File: config.mk
export PLATFORM = sky130hd
export DESIGN_NAME = bidl_top
export DESIGN_NICKNAME = d
export VERILOG_FILES = /design/src/rtl/bidl_pkg.sv /design/src/rtl/bidl_top.sv
export SDC_FILE = /design/constraint.sdc
export NUM_CORES = 1
export LEC_CHECK = 0
export CAP_MARGIN = 20
export CORE_MARGIN = 4
export CORE_UTILIZATION = 55
export CTS_BUF_LIST = sky130_fd_sc_hd__clkbuf_8
export CTS_CLUSTER_DIAMETER = 50
export DETAILED_ROUTE_END_ITERATION = 16
export DONT_BUFFER_PORTS = 1
export PLACE_DENSITY = 0.7
export SLEW_MARGIN = 20
export SYNTH_ARGS = -nofsm -noshare
export SYNTH_HDL_FRONTEND = slang
export SYNTH_SLANG_ARGS = --single-unit
File: constraint.sdc
create_clock -name aclk -period 3.8 [get_ports aclk]
set_input_delay 0.57 -clock aclk [delete_from_list [all_inputs] [get_ports aclk]]
set_output_delay 0.57 -clock aclk [all_outputs]
set_load 0.01 [all_outputs]
File: src/rtl/bidl_pkg.sv
package bidl_pkg;

  // register bus geometry
  localparam int ADDR_W = 8; // byte address width of the register window
  localparam int DATA_W = 32; // axi4-lite data width
  localparam int STRB_W = DATA_W / 8; // byte lanes

  // register byte offsets
  localparam logic [ADDR_W-1:0] CTRL_OFS = 8'h00; // control word
  localparam logic [ADDR_W-1:0] CMD_OFS = 8'h04; // command, write-only strobes
  localparam logic [ADDR_W-1:0] STAT_OFS = 8'h08; // live bus and timer state
  localparam logic [ADDR_W-1:0] IF_OFS = 8'h0c; // sticky event flags, write one to clear
  localparam logic [ADDR_W-1:0] IEN_OFS = 8'h10; // event mask, same layout as flags
  localparam logic [ADDR_W-1:0] TMR_OFS = 8'h14; // current idle timer value

  // control word fields
  localparam int CTRL_GI_BIT = 15; // idle_on_timeout_enable
  localparam int CTRL_SEL_LSB = 12; // bus_idle_timeout_select low bit
  localparam int SEL_W = 2; // select field width
  localparam logic CTRL_GI_RST = 1'b0; // go-idle reset value
  localparam logic [SEL_W-1:0] CTRL_SEL_RST = 2'h0; // select reset value

  // command word fields
  localparam int CMD_ABORT_BIT = 0; // disarm the idle timer, bus left busy

  // status word fields
  localparam int STAT_BUSY_BIT = 0; // bus busy from start until stop or go-idle timeout
  localparam int STAT_ACT_BIT = 1; // idle timeout armed
  localparam int STAT_SCL_BIT = 2; // synchronised clock line level

  // event flag layout, shared by flags and mask
  localparam int IF_W = 3; // number of events
  localparam int IF_TO_BIT = 0; // bus idle timeout
  localparam int IF_START_BIT = 1; // start condition seen
  localparam int IF_STOP_BIT = 2; // stop condition seen
  localparam logic [IF_W-1:0] IF_RST = 3'h0; // flags and mask reset value

  // timeout select codes and their counts in prescaled cycles
  localparam logic [SEL_W-1:0] SEL_OFF = 2'h0; // timeout disabled
  localparam logic [SEL_W-1:0] SEL_40 = 2'h1; // 40 prescaled cycles
  localparam logic [SEL_W-1:0] SEL_80 = 2'h2; // 80 prescaled cycles
  localparam logic [SEL_W-1:0] SEL_160 = 2'h3; // 160 prescaled cycles
  localparam int CNT_W = 8; // holds the longest count
  localparam logic [CNT_W-1:0] LIM_40 = 8'h28; // 40
  localparam logic [CNT_W-1:0] LIM_80 = 8'h50; // 80
  localparam logic [CNT_W-1:0] LIM_160 = 8'ha0; // 160

  // axi response codes
  localparam logic [1:0] RESP_OKAY = 2'h0; // access done
  localparam logic [1:0] RESP_DECERR = 2'h3; // no register at that address

endpackage

File: src/rtl/bidl_top.sv
`timescale 1ns/10ps
// bus idle timeout block: watches the two-wire bus, tracks busy and times the
// clock line high phase; registers reached over axi4-lite
module bidl_top #(
  parameter int PRESC_DIV = 8 // system clocks per prescaled clock cycle
) (
  input wire logic aclk, // system clock, 50 MHz
  input wire logic aresetn, // synchronous reset, active low
  // axi4-lite write address
  input wire logic s_axi_awvalid, // write address valid
  output logic s_axi_awready, // write address ready
  input wire logic [bidl_pkg::ADDR_W-1:0] s_axi_awaddr, // write byte address
  input wire logic [2:0] s_axi_awprot, // protection, ignored
  // axi4-lite write data
  input wire logic s_axi_wvalid, // write data valid
  output logic s_axi_wready, // write data ready
  input wire logic [bidl_pkg::DATA_W-1:0] s_axi_wdata, // write data
  input wire logic [bidl_pkg::STRB_W-1:0] s_axi_wstrb, // byte enables
  // axi4-lite write response
  output logic s_axi_bvalid, // write response valid
  input wire logic s_axi_bready, // write response ready
  output logic [1:0] s_axi_bresp, // write response code
  // axi4-lite read address
  input wire logic s_axi_arvalid, // read address valid
  output logic s_axi_arready, // read address ready
  input wire logic [bidl_pkg::ADDR_W-1:0] s_axi_araddr, // read byte address
  input wire logic [2:0] s_axi_arprot, // protection, ignored
  // axi4-lite read data
  output logic s_axi_rvalid, // read data valid
  input wire logic s_axi_rready, // read data ready
  output logic [bidl_pkg::DATA_W-1:0] s_axi_rdata, // read data
  output logic [1:0] s_axi_rresp, // read response code
  // two-wire bus, sensed only
  input wire logic scl_in, // clock line level from the pad
  input wire logic sda_in, // data line level from the pad
  // system side
  output logic bus_busy, // bus held busy from start until stop or go-idle timeout
  output logic idle_timeout, // one-cycle pulse on each idle timeout
  output logic irq // level interrupt, any unmasked flag set
);

  // prescaler counter width, wide enough for PRESC_DIV-1
  localparam int PW = (PRESC_DIV > 1) ? $clog2(PRESC_DIV) : 1;
  localparam logic [PW-1:0] PRESC_LAST = PW'(PRESC_DIV - 1); // wrap value

  // refuse a prescaler the divider cannot serve
  generate
    if (PRESC_DIV < 1) begin : g_bad_presc
      $error("PRESC_DIV must be at least one");
    end
  endgenerate

  // whole state of the block, registered in one place
  typedef struct packed {
    // pad synchronisers and one-cycle history
    logic scl_s1; // first stage, read only by second stage
    logic scl_s2; // clean clock line level
    logic scl_d; // clean level one cycle earlier
    logic sda_s1; // first stage, read only by second stage
    logic sda_s2; // clean data line level
    logic sda_d; // clean level one cycle earlier
    // prescaler and timer
    logic [PW-1:0] presc; // prescaler count
    logic [bidl_pkg::CNT_W-1:0] cnt; // idle timer
    logic busy; // bus busy
    logic act; // idle timeout armed
    logic to_p; // timeout pulse
    // software registers
    logic gi; // idle_on_timeout_enable
    logic [bidl_pkg::SEL_W-1:0] sel; // bus_idle_timeout_select
    logic [bidl_pkg::IF_W-1:0] ifl; // sticky flags
    logic [bidl_pkg::IF_W-1:0] ien; // mask
    logic irq; // registered interrupt
    // axi write side
    logic aw_got; // address held
    logic w_got; // data held
    logic [bidl_pkg::ADDR_W-1:0] waddr; // held write address
    logic [bidl_pkg::DATA_W-1:0] wdata; // held write data
    logic [bidl_pkg::STRB_W-1:0] wstrb; // held byte enables
    logic bvalid; // response pending
    logic [1:0] bresp; // response code
    // axi read side
    logic rvalid; // read data pending
    logic [bidl_pkg::DATA_W-1:0] rdata; // read data
    logic [1:0] rresp; // read response code
  } bidl_state_t;

  bidl_state_t st_r; // current state
  bidl_state_t st_nxt; // next state

  // reset image: constants only
  localparam bidl_state_t ST_RST = '{
    scl_s1: 1'b1, scl_s2: 1'b1, scl_d: 1'b1,
    sda_s1: 1'b1, sda_s2: 1'b1, sda_d: 1'b1,
    presc: '0, cnt: '0, busy: 1'b0, act: 1'b0, to_p: 1'b0,
    gi: bidl_pkg::CTRL_GI_RST, sel: bidl_pkg::CTRL_SEL_RST,
    ifl: bidl_pkg::IF_RST, ien: bidl_pkg::IF_RST, irq: 1'b0,
    aw_got: 1'b0, w_got: 1'b0, waddr: '0, wdata: '0, wstrb: '0,
    bvalid: 1'b0, bresp: bidl_pkg::RESP_OKAY,
    rvalid: 1'b0, rdata: '0, rresp: bidl_pkg::RESP_OKAY
  };

  // count for a select code; off returns zero and is never compared
  function automatic logic [bidl_pkg::CNT_W-1:0] sel_limit(
    input logic [bidl_pkg::SEL_W-1:0] code
  );
    logic [bidl_pkg::CNT_W-1:0] lim;
    lim = '0;
    case (code)
      bidl_pkg::SEL_40: lim = bidl_pkg::LIM_40;
      bidl_pkg::SEL_80: lim = bidl_pkg::LIM_80;
      bidl_pkg::SEL_160: lim = bidl_pkg::LIM_160;
      default: lim = '0; // off
    endcase
    return lim;
  endfunction

  // combinational helpers
  logic tick; // prescaled clock enable
  logic scl_rise; // clock line rose
  logic start_det; // start condition
  logic stop_det; // stop condition
  logic to_evt; // timer hit its count
  logic abort_cmd; // software abort strobe
  logic wr_fire; // write performed this cycle
  logic wr_hit; // write address mapped
  logic [bidl_pkg::IF_W-1:0] if_clr; // flags cleared by software
  logic [bidl_pkg::IF_W-1:0] if_set; // flags raised by hardware
  logic [bidl_pkg::DATA_W-1:0] rd_word; // addressed read word
  logic rd_hit; // read address mapped

  // next-state logic for the whole block
  always_comb begin
    st_nxt = st_r;
    tick = 1'b0;
    to_evt = 1'b0;
    abort_cmd = 1'b0;
    wr_hit = 1'b0;
    if_clr = '0;
    if_set = '0;
    rd_word = '0;
    rd_hit = 1'b0;

    // two flops on each pad before any logic looks at it
    st_nxt.scl_s1 = scl_in;
    st_nxt.scl_s2 = st_r.scl_s1;
    st_nxt.scl_d = st_r.scl_s2;
    st_nxt.sda_s1 = sda_in;
    st_nxt.sda_s2 = st_r.sda_s1;
    st_nxt.sda_d = st_r.sda_s2;

    // bus conditions from clean levels only
    scl_rise = st_r.scl_s2 & ~st_r.scl_d;
    start_det = st_r.scl_s2 & st_r.scl_d & st_r.sda_d & ~st_r.sda_s2;
    stop_det = st_r.scl_s2 & st_r.scl_d & ~st_r.sda_d & st_r.sda_s2;

    // prescaler: one-cycle enable every PRESC_DIV clocks
    if (st_r.presc == PRESC_LAST) begin
      st_nxt.presc = '0;
      tick = 1'b1;
    end else begin
      st_nxt.presc = st_r.presc + PW'(1);
    end

    // write channel capture; address and data in either order
    s_axi_awready = ~st_r.aw_got & ~st_r.bvalid;
    s_axi_wready = ~st_r.w_got & ~st_r.bvalid;
    if (s_axi_awvalid & s_axi_awready) begin
      st_nxt.aw_got = 1'b1;
      st_nxt.waddr = s_axi_awaddr;
    end
    if (s_axi_wvalid & s_axi_wready) begin
      st_nxt.w_got = 1'b1;
      st_nxt.wdata = s_axi_wdata;
      st_nxt.wstrb = s_axi_wstrb;
    end

    // write performed once both halves are held
    wr_fire = st_r.aw_got & st_r.w_got & ~st_r.bvalid;
    if (wr_fire) begin
      st_nxt.aw_got = 1'b0;
      st_nxt.w_got = 1'b0;
      st_nxt.bvalid = 1'b1;
      case (st_r.waddr[bidl_pkg::ADDR_W-1:2])
        bidl_pkg::CTRL_OFS[bidl_pkg::ADDR_W-1:2]: begin
          wr_hit = 1'b1;
          // both control fields sit in byte lane one
          if (st_r.wstrb[1]) begin
            st_nxt.gi = st_r.wdata[bidl_pkg::CTRL_GI_BIT];
            st_nxt.sel = st_r.wdata[bidl_pkg::CTRL_SEL_LSB +: bidl_pkg::SEL_W];
          end
        end
        bidl_pkg::CMD_OFS[bidl_pkg::ADDR_W-1:2]: begin
          wr_hit = 1'b1;
          abort_cmd = st_r.wstrb[0] & st_r.wdata[bidl_pkg::CMD_ABORT_BIT];
        end
        bidl_pkg::STAT_OFS[bidl_pkg::ADDR_W-1:2]: begin
          wr_hit = 1'b1; // read-only, write ignored
        end
        bidl_pkg::IF_OFS[bidl_pkg::ADDR_W-1:2]: begin
          wr_hit = 1'b1;
          if (st_r.wstrb[0]) begin
            if_clr = st_r.wdata[bidl_pkg::IF_W-1:0];
          end
        end
        bidl_pkg::IEN_OFS[bidl_pkg::ADDR_W-1:2]: begin
          wr_hit = 1'b1;
          if (st_r.wstrb[0]) begin
            st_nxt.ien = st_r.wdata[bidl_pkg::IF_W-1:0];
          end
        end
        bidl_pkg::TMR_OFS[bidl_pkg::ADDR_W-1:2]: begin
          wr_hit = 1'b1; // read-only, write ignored
        end
        default: wr_hit = 1'b0; // unmapped
      endcase
      st_nxt.bresp = wr_hit ? bidl_pkg::RESP_OKAY : bidl_pkg::RESP_DECERR;
    end
    if (st_r.bvalid & s_axi_bready) begin
      st_nxt.bvalid = 1'b0;
    end

    // read decode, taken when no answer is pending
    s_axi_arready = ~st_r.rvalid;
    case (s_axi_araddr[bidl_pkg::ADDR_W-1:2])
      bidl_pkg::CTRL_OFS[bidl_pkg::ADDR_W-1:2]: begin
        rd_hit = 1'b1;
        rd_word[bidl_pkg::CTRL_GI_BIT] = st_r.gi;
        rd_word[bidl_pkg::CTRL_SEL_LSB +: bidl_pkg::SEL_W] = st_r.sel;
      end
      bidl_pkg::CMD_OFS[bidl_pkg::ADDR_W-1:2]: begin
        rd_hit = 1'b1; // strobes read as zero
      end
      bidl_pkg::STAT_OFS[bidl_pkg::ADDR_W-1:2]: begin
        rd_hit = 1'b1;
        rd_word[bidl_pkg::STAT_BUSY_BIT] = st_r.busy;
        rd_word[bidl_pkg::STAT_ACT_BIT] = st_r.act;
        rd_word[bidl_pkg::STAT_SCL_BIT] = st_r.scl_s2;
      end
      bidl_pkg::IF_OFS[bidl_pkg::ADDR_W-1:2]: begin
        rd_hit = 1'b1;
        rd_word[bidl_pkg::IF_W-1:0] = st_r.ifl;
      end
      bidl_pkg::IEN_OFS[bidl_pkg::ADDR_W-1:2]: begin
        rd_hit = 1'b1;
        rd_word[bidl_pkg::IF_W-1:0] = st_r.ien;
      end
      bidl_pkg::TMR_OFS[bidl_pkg::ADDR_W-1:2]: begin
        rd_hit = 1'b1;
        rd_word[bidl_pkg::CNT_W-1:0] = st_r.cnt;
      end
      default: rd_hit = 1'b0; // unmapped reads return zero
    endcase
    if (s_axi_arvalid & s_axi_arready) begin
      st_nxt.rvalid = 1'b1;
      st_nxt.rdata = rd_word;
      st_nxt.rresp = rd_hit ? bidl_pkg::RESP_OKAY : bidl_pkg::RESP_DECERR;
    end else if (st_r.rvalid & s_axi_rready) begin
      st_nxt.rvalid = 1'b0;
    end

    // idle timer: runs only with the clock line high in a transaction;
    // a low clock line is the other timeout's business, so hold at zero
    st_nxt.to_p = 1'b0;
    if (~st_r.act | (st_r.sel == bidl_pkg::SEL_OFF) | ~st_r.scl_s2) begin
      st_nxt.cnt = '0;
    end else if (scl_rise) begin
      st_nxt.cnt = '0;
    end else if (tick) begin
      if (st_r.cnt == sel_limit(st_r.sel) - 8'h01) begin
        to_evt = 1'b1;
        st_nxt.cnt = '0;
      end else begin
        st_nxt.cnt = st_r.cnt + 8'h01;
      end
    end

    // bus state and arming; a late event in the cycle wins over earlier
    if (to_evt) begin
      st_nxt.to_p = 1'b1;
      if (st_r.gi) begin
        st_nxt.busy = 1'b0;
        st_nxt.act = 1'b0;
      end
    end
    if (abort_cmd) begin
      st_nxt.act = 1'b0;
    end
    if (stop_det) begin
      st_nxt.busy = 1'b0;
      st_nxt.act = 1'b0;
    end
    if (start_det) begin
      // repeated start keeps busy; arming follows busy again
      st_nxt.busy = 1'b1;
      st_nxt.act = 1'b1;
    end

    // sticky flags: a hardware set wins over a software clear
    if_set[bidl_pkg::IF_TO_BIT] = to_evt;
    if_set[bidl_pkg::IF_START_BIT] = start_det;
    if_set[bidl_pkg::IF_STOP_BIT] = stop_det;
    st_nxt.ifl = (st_r.ifl & ~if_clr) | if_set;
    st_nxt.irq = |(st_nxt.ifl & st_nxt.ien);
  end

  // single state register, synchronous reset
  always_ff @(posedge aclk) begin
    if (!aresetn) begin
      st_r <= ST_RST;
    end else begin
      st_r <= st_nxt;
    end
  end

  // outputs straight from state
  assign s_axi_bvalid = st_r.bvalid;
  assign s_axi_bresp = st_r.bresp;
  assign s_axi_rvalid = st_r.rvalid;
  assign s_axi_rdata = st_r.rdata;
  assign s_axi_rresp = st_r.rresp;
  assign bus_busy = st_r.busy;
  assign idle_timeout = st_r.to_p;
  assign irq = st_r.irq;

endmodule

==> impl_results.md, run 1 <==
* Worst-path cell chain: inv_1, ha_1, or3b_1, a22oi_2, nand4_1, a21oi_1, o22ai_1
* Total congestion overflow after global routing at 0
* Clock tree from TritonCTS: yes
* Worst clock skew at 0.00570 ns
* Pin count of the biggest net entering global routing at 56
* Count of antenna diodes in the layout at 0
* Critical path type: flip-flop to flip-flop
* Number of antenna violations at the first check in global routing at 0
* # nets final at 373
* Number of cells upsized or downsized after cts at 0
* Most area-hungry cell type in the Yosys netlist: sky130_fd_sc_hd__dfxtp_1
* Largest fanout of any net on the critical path at 6
* Final slew viol count at 0
* Hold_buf cts at 0
* First-pass GRT wire length at 8.72 mm
* WP data required at 4.04 ns
* Root Buffer Master: sky130_fd_sc_hd__clkbuf_8
* Hold Path Origin: aresetn
* Cell types occupying the most area after synthesis: sky130_fd_sc_hd__dfxtp_1, sky130_fd_sc_hd__buf_4, sky130_fd_sc_hd__mux2i_1
* Delay of the slowest cell on the worst path at 0.46 ns
* Result of the run: complete, no violations
* Initial Util at 57.4%
* Count of input and output buffers at 0
* Worst slew pin tran at 0.523 ns
* P&R area growth vs syn at 1.82%
* Leakage power at 1.12 nW
* Final Hold Fails at 0
* First-pass iteration count of the detailed router at 4
* Count of buffers added by post-CTS timing repair for setup at 0
* Hold Crit Class: input port to flip-flop
* Synthesized instance count at 316
* Critical Path Slowest Stage Cell: sky130_fd_sc_hd__dfxtp_1
* Die Y-Extent at 81.2 um
* Via count of the first global-routing pass at 1,872
* Clock buffer count from CTS at 9
* Number of violations of the max-capacitance limit at 0
* Sinks on the clock net at 61
* Critical Path Source Type: flip-flop
* Endpoint class of the critical path: flip-flop
* Clock slew seen by the registers of the worst setup and hold paths at 0.07 ns
* Sum Neg Setup Slack at 0 ns
* Htree depth at 3
* Post-synthesis sequential area ratio at 41.4%
* Fraction of final layout cells with drive strength greater than 1 at 8.88%
* Average wire per standard cell at 14.4 um
* Final WL at 5.38 mm
* Crit. Startpoint: st_r[91]
* PwrDens at 461 mW/mm2
* Share of the synthesized area in the top cell type at 41.4%
* Half-perimeter wire length after placement at 3.92 mm
* Unrepaired setup endpoints after global routing: false
* Source-to-sink clock delay at the later pin of the worst-skew pair at 0.35 ns
* Area of the die at 0.00660 mm2
* Syn_area_per_cell at 9.33 um2
* Synth Register Bits at 61
* Warning count from the yosys run at 0
* Reg-to-reg critical path startpoint: st_r[91]
* GRT Overall Usage at 17.8%
* CP arrival at 2.24 ns
* Setup-violating endpoint count in the final report at 0
* Buffer depth of the longest clock path at 2
* Final worst hold slack at 0.291 ns
* I/O pin count at 111
* Die Wd at 81.2 um
* Max-slew headroom at the worst pin at 64.8%
* Routed Antenna Nets at 0
* Number of unique standard cell types used by synthesis at 53
* Site row count at 26
* Share of the cycle needed by the critical path after routing at 52.7%
* DR vias at 1,988
* Routability congestion estimate from global placement at 0.863
* Synthesized cell area at 0.00295 mm2
* Number of vias per cell after detailed routing at 5.32
* Fill cell instance count of the final layout at 469
* Pre-CTS setup slack at 1.80 ns
* Violation count after the first detailed-route iteration at 80
* Count of unresolved DRC violations after routing at 0
* Core outline area at 0.00514 mm2
* Min cycle time layout at 2.00 ns
* Fmax achieved at 499 MHz
* Least setup slack across all paths after layout at 1.80 ns
* Peak VDD IR at 0.258 mV
-- stage by stage --
stage | utilization, % | total power, mW | instance area (um2) | instances
finish | 58.4 | 1.39 | 3000 | 374
global route | 58.4 | 1.45 | 3000 | 374
detailed placement | 54.3 | 0.781 | 2790 | 358
floorplan | - | 0.793 | 3020 | 336
global placement | 54.3 | 0.778 | 2790 | 358
CTS | 58.4 | 1.41 | 3000 | 374
-- cell families (layout without fill, tap and decap cells) --
kind of cell	Yosys count	after routing	share of synthesized area, %
AO/OA/AOI/OAI	49	49	12.4
XOR/XNOR	9	9	2.67
adder cells (fa/ha/maj)	7	7	2.97
buffers and inverters	55	23	11.8
flip-flops	61	61	41.4
multiplexers	17	17	5.77
other	1	21	0.127
AND/OR/NAND/NOR	117	117	22.8
-- area by class of cell --
cell class                      instances  area, um2  share of cell area (%)
Inverter                                7       26.3                   0.875
Clock inverter                          7       90.1                    3.00
Multi-Input combinational cell        220       1450                    48.4
Clock buffer                            9        124                    4.13
Tap cell                               70       87.6                    2.92
Sequential cell                        61       1220                    40.7
-- placed cells by master (no fill, tap or decap), types with 3 or more instances in the layout --
master / n
sky130_fd_sc_hd__dfxtp_1: 61
sky130_fd_sc_hd__nand2_1: 35
sky130_fd_sc_hd__nor2b_1: 26
sky130_fd_sc_hd__conb_1: 21
sky130_fd_sc_hd__nor2_1: 17
sky130_fd_sc_hd__mux2i_1: 17
sky130_fd_sc_hd__a21boi_0: 9
sky130_fd_sc_hd__clkbuf_8: 9
sky130_fd_sc_hd__a22oi_1: 8
sky130_fd_sc_hd__nand2b_1: 8
sky130_fd_sc_hd__inv_1: 7
sky130_fd_sc_hd__ha_1: 7
sky130_fd_sc_hd__o21ai_0: 6
sky130_fd_sc_hd__xnor2_1: 5
sky130_fd_sc_hd__a21oi_1: 5
sky130_fd_sc_hd__nand4_1: 4
sky130_fd_sc_hd__xor2_1: 4
sky130_fd_sc_hd__a32o_1: 3
sky130_fd_sc_hd__o22ai_1: 3
sky130_fd_sc_hd__a31oi_1: 3
sky130_fd_sc_hd__clkinv_2: 3
-- worst max-delay path: cells and delay by family (launching register included) --
| family | cells | cell delay [ns] |
|---|---|---|
| AO/OA/AOI/OAI | 3 | 0.48 |
| adder cells (fa/ha/maj) | 1 | 0.30 |
| AND/OR/NAND/NOR | 2 | 0.54 |
| flip-flops | 1 | 0.46 |
| buffers and inverters | 1 | 0.10 |
-- layer usage --
metal  routed length [um]  track usage (%)  part of all wire [%]  up-vias
li1                     -                -                     -      994
met1                 2190             19.5                    41      923
met2                 2640             28.4                    49       61
met3                  469             9.98                   8.7       10
met4                   72             7.26                   1.3        0
met5                    0                0                     0        -
-- power breakdown --
part / leakage [nW] / internal (mW) / total, mW / switching [mW]
clock network: 0.105 / 0.365 / 0.619 / 0.255
logic: 0.516 / 0.0339 / 0.0811 / 0.0472
registers: 0.497 / 0.662 / 0.684 / 0.0221
total: 1.12 / 1.06 / 1.39 / 0.324
-- sequential cells by signal, indices dropped and copies added (netlist names) --
register      flops
bus_busy          1
st_r             39
s_axi_bvalid      1
s_axi_rvalid      1
s_axi_bresp       1
s_axi_rdata      11
st_nxt            4
irq               1
s_axi_rresp       1
idle_timeout      1
-- final timing paths --
kind         cells past startpoint  slack (ns)           to
min reg2reg                      1        0.41  st_nxt[108]
max                              7        1.80     st_r[95]
max reg2reg                      7        1.80     st_r[95]
min                              1        0.29  st_nxt[109]
-- synthesized netlist by cell type (all sizes together) --
master,instances
and3b,3
o22ai,3
or3,1
nand2b,8
nand3,3
clkbuf,8
and4,1
and3,2
xnor2,5
dfxtp,61
o211a,1
nor2,17
inv,7
a32o,3
a221oi,2
nor3,4
nand2,36
a31oi,4
mux2i,17
ha,7
o211ai,2
nand3b,1
a21oi,5
a21boi,10
o21ai,6
and2,2
nor2b,26
nor4,2
buf,40
nand4b,2
and4b,1
conb,1
o21a,1
o31a,1
xor2,4
a311o,2
nor3b,2
and4bb,1
or3b,1
a22oi,9
nand4,4
Note: power is estimated with default switching activity, not from simulation.
==> run 2, diff against run 1 <==
--- a/config.mk
+++ b/config.mk
@@ -5,6 +5,7 @@
 export SDC_FILE = /design/constraint.sdc
 export NUM_CORES = 1
 export LEC_CHECK = 0
+export ABC_AREA = 1
 export CAP_MARGIN = 20
 export CORE_MARGIN = 4
 export CORE_UTILIZATION = 55
==> constraint.sdc (replaced) <==
create_clock -name aclk -period 2.1 [get_ports aclk]
set_input_delay 0.315 -clock aclk [delete_from_list [all_inputs] [get_ports aclk]]
set_output_delay 0.315 -clock aclk [all_outputs]
set_load 0.01 [all_outputs]
==> impl_results.md, run 2 <==
* Via count of the first global-routing pass at 2,092
* Source-to-sink clock delay at the later pin of the worst-skew pair at 0.34 ns
* Register-to-register setup slack at 0.36 ns
* Warning count from the yosys run at 0
* Post-synthesis async set-or-reset flop share at 0%
* Number of cells upsized or downsized after cts at 0
* Die Wd at 81.3 um
* Most area-hungry cell type in the Yosys netlist: sky130_fd_sc_hd__dfxtp_1
* Number of unique standard cell types used by synthesis at 27
* Number of antenna violations at the first check in global routing at 0
* Most common library cell in the layout ignoring fill and taps: sky130_fd_sc_hd__nor2_1
* Leakage power at 1.31 nW
* Switch Pwr at 0.633 mW
* Destination of the worst register-to-register timing path: bus_busy
* Post-synthesis sequential area ratio at 41.3%
* Post-synth EDFFs at 0
* Total congestion overflow after global routing at 0
* Count of buffers added by post-CTS timing repair for setup at 0
* Share of the synthesized area in the top cell type at 41.3%
* Number of cells traversed by the worst hold path at 1
* Count of cells along the worst register-to-register path at 10
* Worst slew pin tran at 0.634 ns
* Fin util at 58.8%
* Most used flip-flop cell after synthesis: sky130_fd_sc_hd__dfxtp_1
* Cell types occupying the most area after synthesis: sky130_fd_sc_hd__dfxtp_1, sky130_fd_sc_hd__nor2_1, sky130_fd_sc_hd__buf_4
* Share of the cycle needed by the critical path after routing at 83.0%
* Unrepaired setup endpoints after global routing: false
* Pin count of the biggest net entering global routing at 39
* Sinks on the clock net at 61
* Final worst hold slack at 0.0487 ns
* Core outline area at 0.00517 mm2
* Setup-violating endpoint count in the final report at 0
* Largest register by flop count: st_r
* P&R area growth vs syn at 2.92%
* I/O pin count at 111
* Routed Antenna Nets at 0
* Count of antenna diodes in the layout at 0
* Post-route non-filler standard cell count at 480
* Number of violations of the max-capacitance limit at 0
* Total power consumption of the routed design at 2.60 mW
* Root Buffer Master: sky130_fd_sc_hd__clkbuf_8
* Critical path type: flip-flop to flip-flop
* Buffer depth of the longest clock path at 2
* Hold_buf cts at 0
* Clock tree from TritonCTS: yes
* Reg-to-reg critical path startpoint: st_r[91]
* Number of cells in the design after placement at 464
* Clock buffer count from CTS at 9
* Routed length on met1 at 2.66 mm
* Synthesized instance count at 418
* Hold Crit Class: input port to flip-flop
* Switching share of total power at 24.3%
* Count of input and output buffers at 0
* Highest metal layer with signal wires: met4
* Syn_area_per_cell at 7.07 um2
* Site row count at 26
* Worst clock skew at 0.00992 ns
* Routability congestion estimate from global placement at 0.880
* Result of the run: complete, no violations
* Clock slew seen by the registers of the worst setup and hold paths at 0.07 ns
* Synth Register Bits at 61
* Fraction of final layout cells with drive strength greater than 1 at 6.59%
* Met3 wire length at 532 um
* First-pass GRT wire length at 9.06 mm
* Count of unresolved DRC violations after routing at 0
* Flip-flop count of the largest register after layout at 39
* Die Y-Extent at 81.3 um
* Final WL at 5.54 mm
* Top library cells by usage in the layout, fill and taps aside: sky130_fd_sc_hd__nor2_1, sky130_fd_sc_hd__nand2_1, sky130_fd_sc_hd__dfxtp_1
* Peak VDD IR at 0.634 mV
* Final slew viol count at 0
* Hold Path Origin: aresetn
* Dominant cell by count in the synthesized netlist: sky130_fd_sc_hd__nor2_1
* Endpoint class of the critical path: flip-flop
* Half-perimeter wire length after placement at 4.08 mm
* Synthesized cell area at 0.00296 mm2
* Portion of total power attributed to the clock network at 44.3%
* Sequential fraction of design power at 48.6%
* Fmax achieved at 574 MHz
* PwrDens at 856 mW/mm2
* Sum Neg Setup Slack at 0 ns
* Average wire per standard cell at 11.6 um
* Min cycle time layout at 1.74 ns
* Share of total power in combinational logic at 7.1%
* Max-slew headroom at the worst pin at 57.3%
* Htree depth at 3
* DR vias at 2,317
* CP arrival at 1.95 ns
* GRT Overall Usage at 17.9%
* Routed met2 length at 2.25 mm
* Initial Util at 57.2%
* First-pass iteration count of the detailed router at 4
* WP data required at 2.30 ns
* Hold-critical path endpoint: st_r[108]
* # nets final at 479
* P_int at 1.97 mW
* Ranking of synthesized cells by instance count: sky130_fd_sc_hd__nor2_1, sky130_fd_sc_hd__nand2_1, sky130_fd_sc_hd__dfxtp_1
* Area of the die at 0.00661 mm2
* Critical Path Source Type: flip-flop
* Number of vias per cell after detailed routing at 4.83
* Final Hold Fails at 0
* Violation count after the first detailed-route iteration at 118
* Largest fanout of any net on the critical path at 5
==> run 2: cell count changes after synthesis, moves of 4 or more <==
cell	change
sky130_fd_sc_hd__mux2i_1	-17
sky130_fd_sc_hd__a22oi_1	-8
sky130_fd_sc_hd__nand3_1	+19
sky130_fd_sc_hd__a21boi_0	-9
sky130_fd_sc_hd__inv_1	+43
sky130_fd_sc_hd__nand2_1	+36
sky130_fd_sc_hd__xnor2_1	-5
sky130_fd_sc_hd__a21oi_1	+23
sky130_fd_sc_hd__or2_2	+4
sky130_fd_sc_hd__nor2_1	+61
sky130_fd_sc_hd__o21ai_0	+24
sky130_fd_sc_hd__nand2b_1	-8
sky130_fd_sc_hd__nor2b_1	-26
==> run 2: critical path: stages (launching register included) <==
cell,delay [ns]
sky130_fd_sc_hd__dfxtp_1,0.41
sky130_fd_sc_hd__inv_1,0.12
sky130_fd_sc_hd__ha_1,0.33
sky130_fd_sc_hd__inv_1,0.06
sky130_fd_sc_hd__nand2_1,0.04
sky130_fd_sc_hd__nand2_1,0.05
sky130_fd_sc_hd__nand2_1,0.06
sky130_fd_sc_hd__nor2_1,0.18
sky130_fd_sc_hd__nand3_1,0.18
sky130_fd_sc_hd__nand3_1,0.11
sky130_fd_sc_hd__a21oi_1,0.06
==> run 2: routing by layer <==
layer | vias to the layer above | GRT usage [%]
met5 | - | 0
met4 | 0 | 6.59
met3 | 15 | 7.65
met2 | 80 | 27.0
met1 | 993 | 22.6
li1 | 1229 | -
==> run 2: final cells by class <==
type | instances | area, um2
Inverter | 51 | 191
Fill cell | 507 | 2130
Tap cell | 70 | 87.6
Clock inverter | 6 | 87.6
Sequential cell | 61 | 1220
Clock buffer | 10 | 138
Multi-Input combinational cell | 282 | 1320
==> run 2: logic make-up (layout without fill, tap and decap cells) <==
kind of cell    Yosys count  after routing  synth area share [%]
fa+ha+maj                 7              7                  2.96
other cells               1             21                 0.127
compound gates           61             61                  10.5
simple gates            190            190                  27.5
buf+inv                  95             67                  16.7
xor+xnor                  3              3                 0.889
flops                    61             61                  41.3
==> run 2: worst max path at each step <==
stage | to | from | cells after the start | slack [ns]
2_1_floorplan | st_r[104] | st_r[105] | 9 | 0.61
3_3_place_gp | st_r[102] | st_r[91] | 10 | 0.41
6_report | bus_busy | st_r[91] | 10 | 0.36
3_5_place_dp | st_r[102] | st_r[91] | 10 | 0.39
5_1_grt | st_r[102] | st_r[91] | 10 | 0.16
4_1_cts | st_r[102] | st_r[91] | 10 | 0.36
==> run 2: power by group through the flow <==
stage / combinational [mW] / sequential [mW] / clock [mW]
after CTS: 0.185 / 1.27 / 1.18
final: 0.184 / 1.27 / 1.15
after detailed placement: 0.184 / 1.29 / 0
after floorplan: 0.224 / 1.27 / 0
after global placement: 0.179 / 1.29 / 0
after global routing: 0.221 / 1.28 / 1.24
==> run 2: stage by stage <==
stage,area (um2),setup WS [ns]
3_5_place_dp,2820,0.389
3_3_place_gp,2820,0.410
4_1_cts,3040,0.363
6_report,3040,0.357
5_1_grt,3040,0.164
2_1_floorplan,3030,0.611
